[src/irq_time_base_regs.vh]
// register offsets, field positions, reset values and counts
`ifndef IRQ_TIME_BASE_REGS_VH
`define IRQ_TIME_BASE_REGS_VH

// byte offsets on the register bus
`define ADDR_W 5
`define TBCTL_OFS 5'h00
`define IRQ_CTL_OFS 5'h04
`define IRQ_FLAG_OFS 5'h08
`define EDGE_SEL_OFS 5'h0C
`define STATUS_OFS 5'h10

// time_base_control fields
`define TBCTL_RUN_BIT 7
`define TBCTL_CKSEL_BIT 6
`define TBCTL_R1_LSB 4
`define TBCTL_LP_BIT 3
`define TBCTL_R0_LSB 0
`define TBCTL_RST 8'h37

// irq control: enable bit 0, per-source enables above it
`define IRQ_GIE_BIT 0
`define IRQ_EN_LSB 1
`define IRQ_CTL_RST 9'h000

// source index, equal to flag bit and vector number
`define NUM_SRC 8
`define SRC_EXT0 3'h0
`define SRC_EXT1 3'h1
`define SRC_GRP0 3'h2
`define SRC_CONV 3'h5
`define SRC_TICK0 3'h6
`define SRC_TICK1 3'h7

// edge select codes, two bits per pin
`define EDGE_OFF 2'h0
`define EDGE_RISE 2'h1
`define EDGE_FALL 2'h2
`define EDGE_BOTH 2'h3
`define EDGE_SEL_RST 4'h0

// time base counts
`define TB_PRESCALE_LAST 2'h3
`define TICK0_BASE_LOG2 4'h8
`define TICK1_BASE_LOG2 4'hC
`define TB_CNT_W 15

`endif

[src/pin_edge_detect.v]
// edge detector for the external interrupt pins
`timescale 1ns/1ps
`include "irq_time_base_regs.vh"
`default_nettype none
module pin_edge_detect #(
    parameter N = 2
) (
    input wire core_clk,
    input wire sys_rst,
    input wire clk_en,
    input wire [N-1:0] ext_irq_pins,
    input wire [2*N-1:0] edge_select_setting,
    input wire [N-1:0] ext_irq_enables,
    output wire [N-1:0] edge_hit
);
    reg [N-1:0] pin_prev_r;

    always @(posedge core_clk) begin
        if (sys_rst) begin
            pin_prev_r <= {N{1'b0}};
        end else if (clk_en) begin
            pin_prev_r <= ext_irq_pins;
        end
    end

    genvar i;
    generate
        for (i = 0; i < N; i = i + 1) begin : g_pin
            wire [1:0] sel = edge_select_setting[2*i+1:2*i];
            wire rise = ext_irq_pins[i] & ~pin_prev_r[i];
            wire fall = ~ext_irq_pins[i] & pin_prev_r[i];
            // pin only serves as interrupt input while enabled
            assign edge_hit[i] = ext_irq_enables[i] & clk_en &
                (((sel == `EDGE_RISE) & rise) |
                 ((sel == `EDGE_FALL) & fall) |
                 ((sel == `EDGE_BOTH) & (rise | fall)));
        end
    endgenerate
endmodule
`default_nettype wire

[src/tick_divider.v]
// time-base prescaler and divider with two overflow taps
`timescale 1ns/1ps
`include "irq_time_base_regs.vh"
`default_nettype none
module tick_divider #(
    parameter CNT_W = `TB_CNT_W
) (
    input wire core_clk,
    input wire sys_rst,
    input wire clk_en,
    input wire tick_run,
    input wire tick_clock_select,
    input wire sub_clk_tick,
    input wire [2:0] tick0_ratio,
    input wire [1:0] tick1_ratio,
    output reg tick0_ovf_r,
    output reg tick1_ovf_r,
    output reg [CNT_W-1:0] count_r
);
    reg [1:0] pre_r;
    wire tb_tick;
    wire [3:0] k0;
    wire [3:0] k1;

    // true when the low k bits of c are all ones
    function ones_below;
        input [CNT_W-1:0] c;
        input [3:0] k;
        integer i;
        begin
            ones_below = 1'b1;
            for (i = 0; i < CNT_W; i = i + 1) begin
                if ((i < k) && !c[i]) begin
                    ones_below = 1'b0;
                end
            end
        end
    endfunction

    // sub-clock or system clock / 4
    assign tb_tick = tick_clock_select ? (pre_r == `TB_PRESCALE_LAST)
                                       : sub_clk_tick;
    assign k0 = `TICK0_BASE_LOG2 + {1'b0, tick0_ratio};
    assign k1 = `TICK1_BASE_LOG2 + {2'b00, tick1_ratio};

    always @(posedge core_clk) begin
        if (sys_rst) begin
            pre_r <= 2'h0;
            count_r <= {CNT_W{1'b0}};
            tick0_ovf_r <= 1'b0;
            tick1_ovf_r <= 1'b0;
        end else if (clk_en) begin
            pre_r <= pre_r + 2'h1;
            // stopped divider restarts from zero, giving a full period
            if (!tick_run) begin
                count_r <= {CNT_W{1'b0}};
                tick0_ovf_r <= 1'b0;
                tick1_ovf_r <= 1'b0;
            end else begin
                if (tb_tick) begin
                    count_r <= count_r + {{(CNT_W-1){1'b0}}, 1'b1};
                end
                tick0_ovf_r <= tb_tick & ones_below(count_r, k0);
                tick1_ovf_r <= tb_tick & ones_below(count_r, k1);
            end
        end
    end
endmodule
`default_nettype wire

[src/irq_time_base.v]
// interrupt request logic with time base and register slave
//
// Local design decisions: the placing of the registers and the Avalon-MM slave port.
`timescale 1ns/1ps
`include "irq_time_base_regs.vh"
`default_nettype none

// Behaviour
// - pin flag set on selected edge
// - pin vector needs global and pin enable
// - edge select rising, falling, both or off
// - pin interrupt only while its enable set
// - servicing pin clears its flag and global enable
// - pull-high choice stays active in interrupt use
// - group flag set by any member flag
// - group vector needs enable, stack not full
// - service clears group flag only, members stay
// - converter flag set at conversion end
// - converter vector gated; service clears flag, global
// - tick flags set on divider overflow
// - tick vector gated; service clears flag, global
// - divider with two and three-bit ratio fields
// - clock select: sub-clock or system over four
// - any flag rising wakes the device
// - return-from-interrupt sets global enable again
// - no vector while global enable low
module irq_time_base #(
    parameter NUM_PINS = 2,
    parameter NUM_GRP = 3,
    parameter GRP_MEMBERS = 4
) (
    input wire core_clk,
    input wire sys_rst,
    input wire clk_en,
    // register bus
    input wire [`ADDR_W-1:0] avs_address,
    input wire avs_read,
    input wire avs_write,
    input wire [31:0] avs_writedata,
    input wire [3:0] avs_byteenable,
    output reg [31:0] avs_readdata,
    output wire avs_waitrequest,
    // event sources
    input wire [NUM_PINS-1:0] ext_irq_pins,
    input wire [NUM_PINS-1:0] pin_pull_high_select,
    input wire [NUM_GRP*GRP_MEMBERS-1:0] group_member_flags,
    input wire conv_done,
    input wire sub_clk_tick,
    // sequencer
    input wire stack_full,
    input wire irq_take,
    input wire return_from_irq_instruction,
    output reg irq_request_r,
    output reg [2:0] irq_vector_r,
    output reg wake_up_r,
    output reg [NUM_PINS-1:0] pin_pull_high_r,
    output reg slow_crystal_low_power_r
);
    // ************************************************************
    // state
    // ************************************************************
    reg [7:0] time_base_control_r;
    reg [7:0] time_base_control_nxt;
    reg global_irq_enable_r;
    reg global_irq_enable_nxt;
    reg [`NUM_SRC-1:0] src_enable_r;
    reg [`NUM_SRC-1:0] src_enable_nxt;
    reg [`NUM_SRC-1:0] flags_r;
    reg [`NUM_SRC-1:0] flags_nxt;
    reg [2*NUM_PINS-1:0] edge_sel_r;
    reg [2*NUM_PINS-1:0] edge_sel_nxt;
    reg [NUM_GRP*GRP_MEMBERS-1:0] member_prev_r;
    reg ack_r;
    reg [31:0] rdata_nxt;
    reg [31:0] wr_merged;

    wire bus_req;
    wire bus_done;
    wire wr_en;
    wire [NUM_PINS-1:0] edge_hit;
    wire tick0_ovf;
    wire tick1_ovf;
    wire [`TB_CNT_W-1:0] tb_count;
    wire [NUM_GRP-1:0] group_hit;
    wire [`NUM_SRC-1:0] hw_set;
    wire [`NUM_SRC-1:0] pending;
    wire take_ok;

    // ************************************************************
    // helpers
    // ************************************************************
    // byte-lane merge for a register write
    function [31:0] merge_bytes;
        input [31:0] old;
        input [31:0] wdata;
        input [3:0] be;
        integer b;
        begin
            merge_bytes = old;
            for (b = 0; b < 4; b = b + 1) begin
                if (be[b]) begin
                    merge_bytes[8*b +: 8] = wdata[8*b +: 8];
                end
            end
        end
    endfunction

    // lowest index wins among pending sources
    function [2:0] first_set;
        input [`NUM_SRC-1:0] v;
        integer j;
        begin
            first_set = 3'h0;
            for (j = `NUM_SRC - 1; j >= 0; j = j - 1) begin
                if (v[j]) begin
                    first_set = j[2:0];
                end
            end
        end
    endfunction

    // ************************************************************
    // bus slave: one wait cycle on every access
    // ************************************************************
    assign bus_req = avs_read | avs_write;
    // a frozen clock must not let the master see the answer early
    assign avs_waitrequest = bus_req & ~(ack_r & clk_en);
    assign bus_done = bus_req & ack_r & clk_en;
    assign wr_en = avs_write & bus_done;

    always @(posedge core_clk) begin
        if (sys_rst) begin
            ack_r <= 1'b0;
            avs_readdata <= 32'h00000000;
        end else if (clk_en) begin
            ack_r <= bus_req & ~ack_r;
            // captured in the wait cycle, stands at the accepting edge
            if (avs_read & ~ack_r) begin
                avs_readdata <= rdata_nxt;
            end
        end
    end

    always @* begin
        rdata_nxt = 32'h00000000;
        case (avs_address)
            `TBCTL_OFS: begin
                rdata_nxt[7:0] = time_base_control_r;
            end
            `IRQ_CTL_OFS: begin
                rdata_nxt[`IRQ_GIE_BIT] = global_irq_enable_r;
                rdata_nxt[`IRQ_EN_LSB +: `NUM_SRC] = src_enable_r;
            end
            `IRQ_FLAG_OFS: begin
                rdata_nxt[`NUM_SRC-1:0] = flags_r;
            end
            `EDGE_SEL_OFS: begin
                rdata_nxt[2*NUM_PINS-1:0] = edge_sel_r;
            end
            `STATUS_OFS: begin
                rdata_nxt[0] = irq_request_r;
                rdata_nxt[3:1] = irq_vector_r;
                rdata_nxt[4] = stack_full;
                rdata_nxt[16 +: `TB_CNT_W] = tb_count;
            end
            default: begin
                rdata_nxt = 32'h00000000;
            end
        endcase
    end

    // ************************************************************
    // event sources
    // ************************************************************
    pin_edge_detect #(
        .N(NUM_PINS)
    ) u_pins (
        .core_clk(core_clk),
        .sys_rst(sys_rst),
        .clk_en(clk_en),
        .ext_irq_pins(ext_irq_pins),
        .edge_select_setting(edge_sel_r),
        .ext_irq_enables(src_enable_r[NUM_PINS-1:0]),
        .edge_hit(edge_hit)
    );

    tick_divider #(
        .CNT_W(`TB_CNT_W)
    ) u_tick (
        .core_clk(core_clk),
        .sys_rst(sys_rst),
        .clk_en(clk_en),
        .tick_run(time_base_control_r[`TBCTL_RUN_BIT]),
        .tick_clock_select(time_base_control_r[`TBCTL_CKSEL_BIT]),
        .sub_clk_tick(sub_clk_tick),
        .tick0_ratio(time_base_control_r[`TBCTL_R0_LSB +: 3]),
        .tick1_ratio(time_base_control_r[`TBCTL_R1_LSB +: 2]),
        .tick0_ovf_r(tick0_ovf),
        .tick1_ovf_r(tick1_ovf),
        .count_r(tb_count)
    );

    // a member flag going high sets its group flag
    genvar g;
    generate
        for (g = 0; g < NUM_GRP; g = g + 1) begin : g_grp
            wire [GRP_MEMBERS-1:0] cur;
            wire [GRP_MEMBERS-1:0] prv;
            assign cur = group_member_flags[g*GRP_MEMBERS +: GRP_MEMBERS];
            assign prv = member_prev_r[g*GRP_MEMBERS +: GRP_MEMBERS];
            assign group_hit[g] = |(cur & ~prv);
        end
    endgenerate

    // member flags belong to their sources and are never cleared here
    always @(posedge core_clk) begin
        if (sys_rst) begin
            member_prev_r <= {(NUM_GRP*GRP_MEMBERS){1'b0}};
        end else if (clk_en) begin
            member_prev_r <= group_member_flags;
        end
    end

    assign hw_set = {tick1_ovf, tick0_ovf,
                     conv_done & clk_en,
                     group_hit & {NUM_GRP{clk_en}},
                     edge_hit};

    // ************************************************************
    // registers and flags
    // ************************************************************
    always @* begin
        time_base_control_nxt = time_base_control_r;
        global_irq_enable_nxt = global_irq_enable_r;
        src_enable_nxt = src_enable_r;
        flags_nxt = flags_r;
        edge_sel_nxt = edge_sel_r;
        wr_merged = 32'h00000000;
        if (wr_en) begin
            case (avs_address)
                `TBCTL_OFS: begin
                    wr_merged = merge_bytes({24'h000000, time_base_control_r},
                        avs_writedata, avs_byteenable);
                    time_base_control_nxt = wr_merged[7:0];
                end
                `IRQ_CTL_OFS: begin
                    wr_merged = merge_bytes({23'h000000, src_enable_r,
                        global_irq_enable_r}, avs_writedata, avs_byteenable);
                    {src_enable_nxt, global_irq_enable_nxt} = wr_merged[8:0];
                end
                `IRQ_FLAG_OFS: begin
                    // software may also set a flag, and a flag set this way raises a wake-up
                    wr_merged = merge_bytes({24'h000000, flags_r},
                        avs_writedata, avs_byteenable);
                    flags_nxt = wr_merged[7:0];
                end
                `EDGE_SEL_OFS: begin
                    wr_merged = merge_bytes(
                        {{(32-2*NUM_PINS){1'b0}}, edge_sel_r},
                        avs_writedata, avs_byteenable);
                    edge_sel_nxt = wr_merged[2*NUM_PINS-1:0];
                end
                default: begin
                    flags_nxt = flags_r;
                end
            endcase
        end
        // service: clear the taken flag and the global enable
        if (irq_take) begin
            flags_nxt[irq_vector_r] = 1'b0;
            global_irq_enable_nxt = 1'b0;
        end
        if (return_from_irq_instruction) begin
            global_irq_enable_nxt = 1'b1;
        end
        // new events win over any clear in the same cycle
        flags_nxt = flags_nxt | hw_set;
    end

    always @(posedge core_clk) begin
        if (sys_rst) begin
            time_base_control_r <= `TBCTL_RST;
            {src_enable_r, global_irq_enable_r} <= `IRQ_CTL_RST;
            flags_r <= {`NUM_SRC{1'b0}};
            edge_sel_r <= {(2*NUM_PINS){1'b0}};
            wake_up_r <= 1'b0;
            pin_pull_high_r <= {NUM_PINS{1'b0}};
            slow_crystal_low_power_r <= 1'b0;
        end else if (clk_en) begin
            time_base_control_r <= time_base_control_nxt;
            global_irq_enable_r <= global_irq_enable_nxt;
            src_enable_r <= src_enable_nxt;
            flags_r <= flags_nxt;
            edge_sel_r <= edge_sel_nxt;
            // enables do not gate the wake-up
            wake_up_r <= |(flags_nxt & ~flags_r);
            // pull-high is never overridden by interrupt use
            pin_pull_high_r <= pin_pull_high_select;
            slow_crystal_low_power_r <=
                time_base_control_r[`TBCTL_LP_BIT];
        end
    end

    // ************************************************************
    // vector request to the sequencer
    // ************************************************************
    assign pending = flags_r & src_enable_r;
    assign take_ok = global_irq_enable_r & ~stack_full;

    // dropped in the cycle of a take so the same vector is not
    // offered twice before the global enable falls
    always @(posedge core_clk) begin
        if (sys_rst) begin
            irq_request_r <= 1'b0;
            irq_vector_r <= 3'h0;
        end else if (clk_en) begin
            irq_request_r <= take_ok & (|pending) & ~irq_take;
            if (|pending) begin
                irq_vector_r <= first_set(pending);
            end
        end
    end
endmodule
`default_nettype wire

[config.mk]
export PLATFORM = sky130hd
export DESIGN_NAME = irq_time_base
export DESIGN_NICKNAME = d
export VERILOG_FILES = /design/src/pin_edge_detect.v /design/src/tick_divider.v /design/src/irq_time_base.v
export VERILOG_INCLUDE_DIRS = /design/src
export SDC_FILE = /design/constraint.sdc
export NUM_CORES = 1
export LEC_CHECK = 0
export BUFFER_PORTS_ARGS = -buffer_cell sky130_fd_sc_hd__buf_2
export CELL_PAD_IN_SITES_DETAIL_PLACEMENT = 2
export CELL_PAD_IN_SITES_GLOBAL_PLACEMENT = 2
export CORE_ASPECT_RATIO = 1.75
export CORE_MARGIN = 10
export CORE_UTILIZATION = 30
export CTS_CLUSTER_DIAMETER = 50
export DETAILED_ROUTE_END_ITERATION = 6
export PLACE_DENSITY = 0.85
export SLEW_MARGIN = 10
export SYNTH_ARGS = -nofsm -noshare
export SYNTH_HDL_FRONTEND = slang
export SYNTH_SLANG_ARGS = --single-unit
[constraint.sdc]
create_clock -name core_clk -period 3.91 [get_ports core_clk]
set_input_delay 0.9775 -clock core_clk [delete_from_list [all_inputs] [get_ports core_clk]]
set_output_delay 0.9775 -clock core_clk [all_outputs]
set_load 0.01 [all_outputs]
==> parameters.txt, run 1 <==
Parameter                              Value

Status
  Result of the run ... finished, final reports clean

Clock tree
  Clock Pin Slew Worst Setup and Hold Paths ... 0.07 ns
  Deepest clock path buffer count ... 2
  Clock Root Buffer ... clkbuf_16
  Total clock sinks ... 95
  Setup bufs post-CTS ... 0
  TritonCTS clock tree ... yes
  Number of levels in the clock H-tree ... 3
  PostCTS Resize Cnt ... 0
  Post-cts hold buffer count ... 0
  Clock network latency to the later pin of the worst-skew pair ... ~0.36 ns
  TritonCTS buffer count ... 9

Floorplanning
  Starting utilization of the core area ... 0.307
  Area of the core region ... 15000 um2
  I/O pin count ... 108
  Vertical die dimension ... 184 um
  Overall die width ... about 110 um
  Area of the die ... 20900 um2
  Core Rows ... slightly below 60

Timing
  RSZ-0062 raised after global routing ... no
  Count of endpoints failing hold in the final timing report ... 0
  Fin crit share ... 0.684
  Worst hold slack ... between 0.4 and 0.5 ns
  Max-slew violation total from the final report ... 0
  Max Clock Skew ... 0.0104 ns
  Relative max-transition margin ... 0.246
  Highest Clock Rate ... 374 MHz
  Slew at the pin closest to its max-slew limit ... ~1.1 ns
  Final total negative setup slack ... 0 ns
  Clock period minus worst slack ... 2.67 ns
  Final number of setup-violating endpoints ... 0
  Worst setup margin ... 1.24 ns

GRT
  Antenna violations before repair ... 0
  Total global routing track utilization ... 0.163
  Maximum number of pins on one net before global-route repair ... 77
  Vias in the first global route ... 5039
  First-pass GRT wire length ... 27100 um
  Total congestion overflow ... 0

Synth
  Number of library cell types mapped by synthesis ... 50
  Number of warnings issued by yosys ... 0
  Syn Std Cell Area ... 4600 um2
  Proportion of register bits with asynchronous set or reset after synthesis ... 0
  Synthesized netlist cell count ... 552
  Leading register cell type out of synthesis ... dfxtp_1
  Avg Synthesized Cell Area ... roughly 8.3 um2
  Count of flip-flops with a built-in enable after synthesis ... 0
  Synthesis-stage register bit count ... between 90 and 100
  Seq/Total Area, Yosys ... 0.414

Placed design
  Hpwl dp ... approximately 12000 um
  Final weighted congestion in routability-driven placement ... 0.813
  Port Buf Inserts ... 74
  Post-Place Setup Slack ... 0.944 ns

Worst setup path
  Maximum fanout encountered on the critical timing path ... 9
  Register-to-register setup slack ... 1.85 ns
  Crit path capture type ... flip-flop
  Cells along the critical path ... buf_2, or3_4, nor3b_2, and2_1, mux2i_1, nor2_1
  Crit Path Category ... input port to flip-flop
  RR Endpoint ... avs_readdata[2]
  Worst R2R Path Depth ... 4
  Maximum single-stage delay on the critical path ... between 0.5 and 0.6 ns
  Critical path arrival ... 2.87 ns
  Reg-to-Reg Start ... ack_r
  Data required time of the worst path ... 4.11 ns
  Nature of the critical path startpoint ... input port
  Worst setup path end ... src_enable_r[4]
  Slowest-stage cell, CP ... and2_1
  Crit. Startpoint ... avs_address[4]

Finish
  Final-stage net count ... between 600 and 700
  Count of inserted antenna diode cells ... 0
  Layout overhead on the synthesized area ... 15.9%
  Most used cells in the layout excluding fill and tap cells ... dfxtp_1 (95), nor2_1 (79), buf_2 (74)
  Most common cell after layout, fill and taps aside ... dfxtp_1
  Layout cells sized above 1 ... 0.161

Pwr
  Max IR drop VDD ... approximately 200 uV
  Power density over the cells ... ~380 nW/um2
  Leakage power figure ... ~0.0022 uW

Drt
  DR vias/cell ... 5.49
  DRC violation count after routing ... 0
  DRC violation total after the first TritonRoute iteration ... 163
  Wire length after detailed routing ... ~17000 um
  Iteration count of the initial detailed-routing pass ... 4
  DRT antenna net count ... 0
  Via count ... 4372
  Mean routed wirelength per cell ... roughly 21 um

Run
  MaxCap Viol Count ... 0

Worst hold path
  Hold/Removal Path Class ... flip-flop to flip-flop
flip-flops by register name (all words and copies together), names as in the netlist, 2 cells and up:
register / count
avs_readdata: 24
u_tick.count_r: 15
member_prev_r: 12
flags_r: 8
src_enable_r: 8
time_base_control_r: 8
edge_sel_r: 4
irq_vector_r: 3
pin_pull_high_r: 2
u_pins.pin_prev_r: 2
u_tick.pre_r: 2
critical path, delay by kind of cell:
kind,cells,cell delay [ns]
and+or+nand+nor,4,1.45
buffers and inverters,1,0.13
muxes,1,0.31
synth_stat cells (all sizes together) (2+ instances only):
cell    number  share of area
a221oi       7          0.013
nor2        79          0.065
xor2         7          0.013
nor4         2         0.0027
nand3       26          0.028
nor3         8          0.011
nand3b       3         0.0049
inv         30          0.024
nor2b        4         0.0060
nand4        9          0.012
a32oi        2         0.0038
nor3b        2         0.0054
a311oi       2         0.0038
o21ai       17          0.019
mux2i       39          0.085
and2         3         0.0041
a21oi       35          0.038
clkbuf      15          0.013
and3        11          0.015
nand2b       4         0.0054
xnor2        2         0.0038
a211oi       2         0.0033
a22oi       17          0.028
mux4         4          0.020
o22ai        8          0.011
buf         21          0.027
a211o        5         0.0095
a22o         6          0.011
nand2       62          0.051
ha           7          0.019
or3          6         0.0093
dfxtp       95           0.41
metrics by stage:
| stage | util | cell area, um2 | cells | total power, uW |
|---|---|---|---|---|
| final | 0.355 | 5330 | 797 | 2030 |
| after global placement | 0.337 | 5060 | 782 | 1190 |
| after CTS | 0.355 | 5330 | 797 | 2050 |
| after global routing | 0.355 | 5330 | 797 | 2110 |
| after floorplan | - | 4620 | 559 | 1130 |
| after detailed placement | 0.337 | 5060 | 782 | 1200 |
worst min-delay path by stage:
stage	start	to	slack, ns	depth (start not counted)
floorplan	u_tick.tick1_ovf_r	u_tick.tick1_ovf_r	0.45	2
global placement	avs_readdata[25]	avs_readdata[25]	0.44	2
detailed placement	avs_readdata[23]	avs_readdata[23]	0.45	2
CTS	avs_readdata[25]	avs_readdata[25]	0.46	2
global route	avs_readdata[30]	avs_readdata[30]	0.48	2
finish	avs_readdata[25]	avs_readdata[25]	0.45	2
power breakdown:
group	internal [uW]	switching [uW]	leakage, uW
sequential	986	19.4	0.000771
clock	437	415	0.000134
combinational	60.4	109	0.00132
total	1480	544	0.00223
area by class of cell:
class	instances	area [um2]
Fill cell	1734	9660
Multi-Input combinational cell	398	2430
Sequential cell	95	1900
Timing Repair Buffer	76	385
Clock buffer	10	229
Tap cell	183	229
Inverter	30	113
Clock inverter	5	40.0
routing by layer:
layer / routed length (um) / vias up / global-route usage
met5: 0 / - / 0
met4: 587 / 0 / 0.0785
met3: 486 / 38 / 0.0235
met2: 9970 / 83 / 0.328
met1: 6000 / 2207 / 0.152
li1: - / 2044 / -
logic make-up after synthesis:
kind of cell,count (synthesis),synth area share
AND/OR/NAND/NOR,221,0.223
AO/OA/AOI/OAI,110,0.158
flip-flops,95,0.414
buffers and inverters,66,0.0637
multiplexers,43,0.105
XOR/XNOR,9,0.0171
adder cells (fa/ha/maj),7,0.0191
other,1,0.000816
Note: power is estimated with default switching activity, not from simulation.
==> run 2, diff against run 1 <==
==> constraint.sdc (replaced) <==
create_clock -name core_clk -period 2.5 [get_ports core_clk]
set_input_delay 0.625 -clock core_clk [delete_from_list [all_inputs] [get_ports core_clk]]
set_output_delay 0.625 -clock core_clk [all_outputs]
set_load 0.01 [all_outputs]
==> run 2 against run 1 <==
Compared with the run above: register-to-register slack got worse by 1.4 ns; die area did not move; wire length fell by 1.4%; setup slack got worse by 0.74 ns; hold slack improved by 0.0019 ns; sequential power rose by 55%; clock power rose by 62%; clock skew rose by 0.0018 ns; critical endpoint is now u_tick.count_r[11]; largest cell class unchanged.
==> parameters.txt, run 2 (synthesis results as in run 1) <==
Parameter                              Value

Clock tree
  TritonCTS clock tree ... yes
  Number of levels in the clock H-tree ... 3
  Post-cts hold buffer count ... 0
  Total clock sinks ... 95
  Clock Root Buffer ... clkbuf_16
  Clock Pin Slew Worst Setup and Hold Paths ... 0.07 ns
  Deepest clock path buffer count ... 2
  Setup bufs post-CTS ... 0
  TritonCTS buffer count ... 9
  Clock network latency to the later pin of the worst-skew pair ... 0.35 ns
  PostCTS Resize Cnt ... 0

Drt
  DRC violation total after the first TritonRoute iteration ... 136
  Wire length after detailed routing ... 16800 um
  DRT antenna net count ... 0
  Mean routed wirelength per cell ... approximately 21 um
  DR vias/cell ... 5.42
  DRC violation count after routing ... 0
  Iteration count of the initial detailed-routing pass ... 4
  Via count ... 4378

Placed design
  Final weighted congestion in routability-driven placement ... roughly 0.84
  Placed Area ... roughly 5100 um2
  Hpwl dp ... 12900 um
  Placed Cells ... between 700 and 800
  Port Buf Inserts ... 74
  Post-Place Setup Slack ... 0.219 ns

Finish
  Post-route core utilization ... 0.362
  Count of inserted antenna diode cells ... 0
  Largest registers ranked by flip-flop count ... avs_readdata (24), u_tick.count_r (15), member_prev_r (12)
  Largest reg by FF count ... avs_readdata
  Flip-flop count of the largest register after layout ... 24
  Most used cells in the layout excluding fill and tap cells ... dfxtp_1 (95), nor2_1 (79), buf_2 (74)
  Design Area, Final ... between 5000 and 6000 um2
  Layout overhead on the synthesized area ... 17.9%
  Final cell count without fillers ... 808
  Final-stage net count ... roughly 700
  Most common cell after layout, fill and taps aside ... dfxtp_1
  Layout cells sized above 1 ... 0.176

Floorplanning
  Area of the core region ... 15000 um2
  Overall die width ... ~110 um
  Core Rows ... 59
  Starting utilization of the core area ... 0.307
  I/O pin count ... 108
  Vertical die dimension ... 184 um
  Area of the die ... between 20000 and 25000 um2

Timing
  Clock period minus worst slack ... 2.00 ns
  Max-slew violation total from the final report ... 0
  Fin crit share ... 0.801
  Count of endpoints failing hold in the final timing report ... 0
  Max Clock Skew ... 0.0121 ns
  Relative max-transition margin ... 0.347
  Worst setup margin ... 0.497 ns
  Highest Clock Rate ... about 500 MHz
  RSZ-0062 raised after global routing ... no
  Slew at the pin closest to its max-slew limit ... 0.978 ns
  Final number of setup-violating endpoints ... 0
  Final total negative setup slack ... 0 ns

GRT
  Antenna violations before repair ... 0
  First-pass GRT wire length ... approximately 27000 um
  Total global routing track utilization ... 0.160
  Vias in the first global route ... between 4000 and 5000
  Total congestion overflow ... 0
  Maximum number of pins on one net before global-route repair ... 43

Worst setup path
  Critical path arrival ... about 2.2 ns
  Crit path capture type ... flip-flop
  Nature of the critical path startpoint ... flip-flop
  Data required time of the worst path ... 2.68 ns
  Crit Path Category ... flip-flop to flip-flop
  Maximum fanout encountered on the critical timing path ... 6

Status
  Result of the run ... finished, final reports clean

Pwr
  Power density over the cells ... approximately 600 nW/um2
  Max IR drop VDD ... 341 uV
  Leakage power figure ... 0.00228 uW

Worst hold path
  Hold/Removal Path Class ... flip-flop to flip-flop

Run
  MaxCap Viol Count ... 0
-- run 2: changes by cell type in the layout (fill, tap and decap cells not counted) --
cell and delta:
buf_4 +10, inv_6 -1, clkbuf_8 +1, clkinv_2 -1, inv_8 +1, clkinvlp_4 +1
-- run 2: worst max-delay path, cell delays in order, from the launching register on --
cell and delay, ns:
dfxtp_1 0.36, ha_1 0.16, mux2i_1 0.16, a2111o_1 0.56, nor2b_2 0.22, nand4_1 0.13, xor2_1 0.17, nor2_1 0.07
-- run 2: worst paths after layout --
check                   start                 end  slack [ns]  cells after the start
max           u_tick.pre_r[0]  u_tick.count_r[11]        0.50                      7
min reg2reg  avs_readdata[30]    avs_readdata[30]        0.46                      2
max reg2reg   u_tick.pre_r[0]  u_tick.count_r[11]        0.50                      7
min          avs_readdata[30]    avs_readdata[30]        0.46                      2
-- run 2: through the flow --
stage / power, uW / hold WS (ns)
final: 3230 / 0.455
after global routing: 3350 / 0.472
after CTS: 3260 / 0.458
after detailed placement: 1890 / 0.447
after global placement: 1860 / 0.440
after floorplan: 1770 / 0.445
-- run 2: report_power, final --
part / internal (uW) / switching (uW) / leakage, uW
Combinational: 101 / 176 / 0.00137
Clock: 722 / 660 / 0.000139
Sequential: 1540 / 30.8 / 0.000771
-- run 2: routing by layer --
metal	track usage	share of wire	vias to the layer above	wire length [um]
met3	0.0297	0.033	29	555
met1	0.149	0.35	2197	5850
met4	0.0719	0.032	0	544
li1	-	-	2062	-
met5	0	0	-	0
met2	0.318	0.59	90	9850
-- run 2: area by class of cell --
class,count,area [um2]
Timing Repair Buffer,86,460
Clock buffer,11,243
Multi-Input combinational cell,398,2430
Inverter,30,113
Clock inverter,5,45.0
Fill cell,1746,9570
Sequential cell,95,1900
Tap cell,183,229
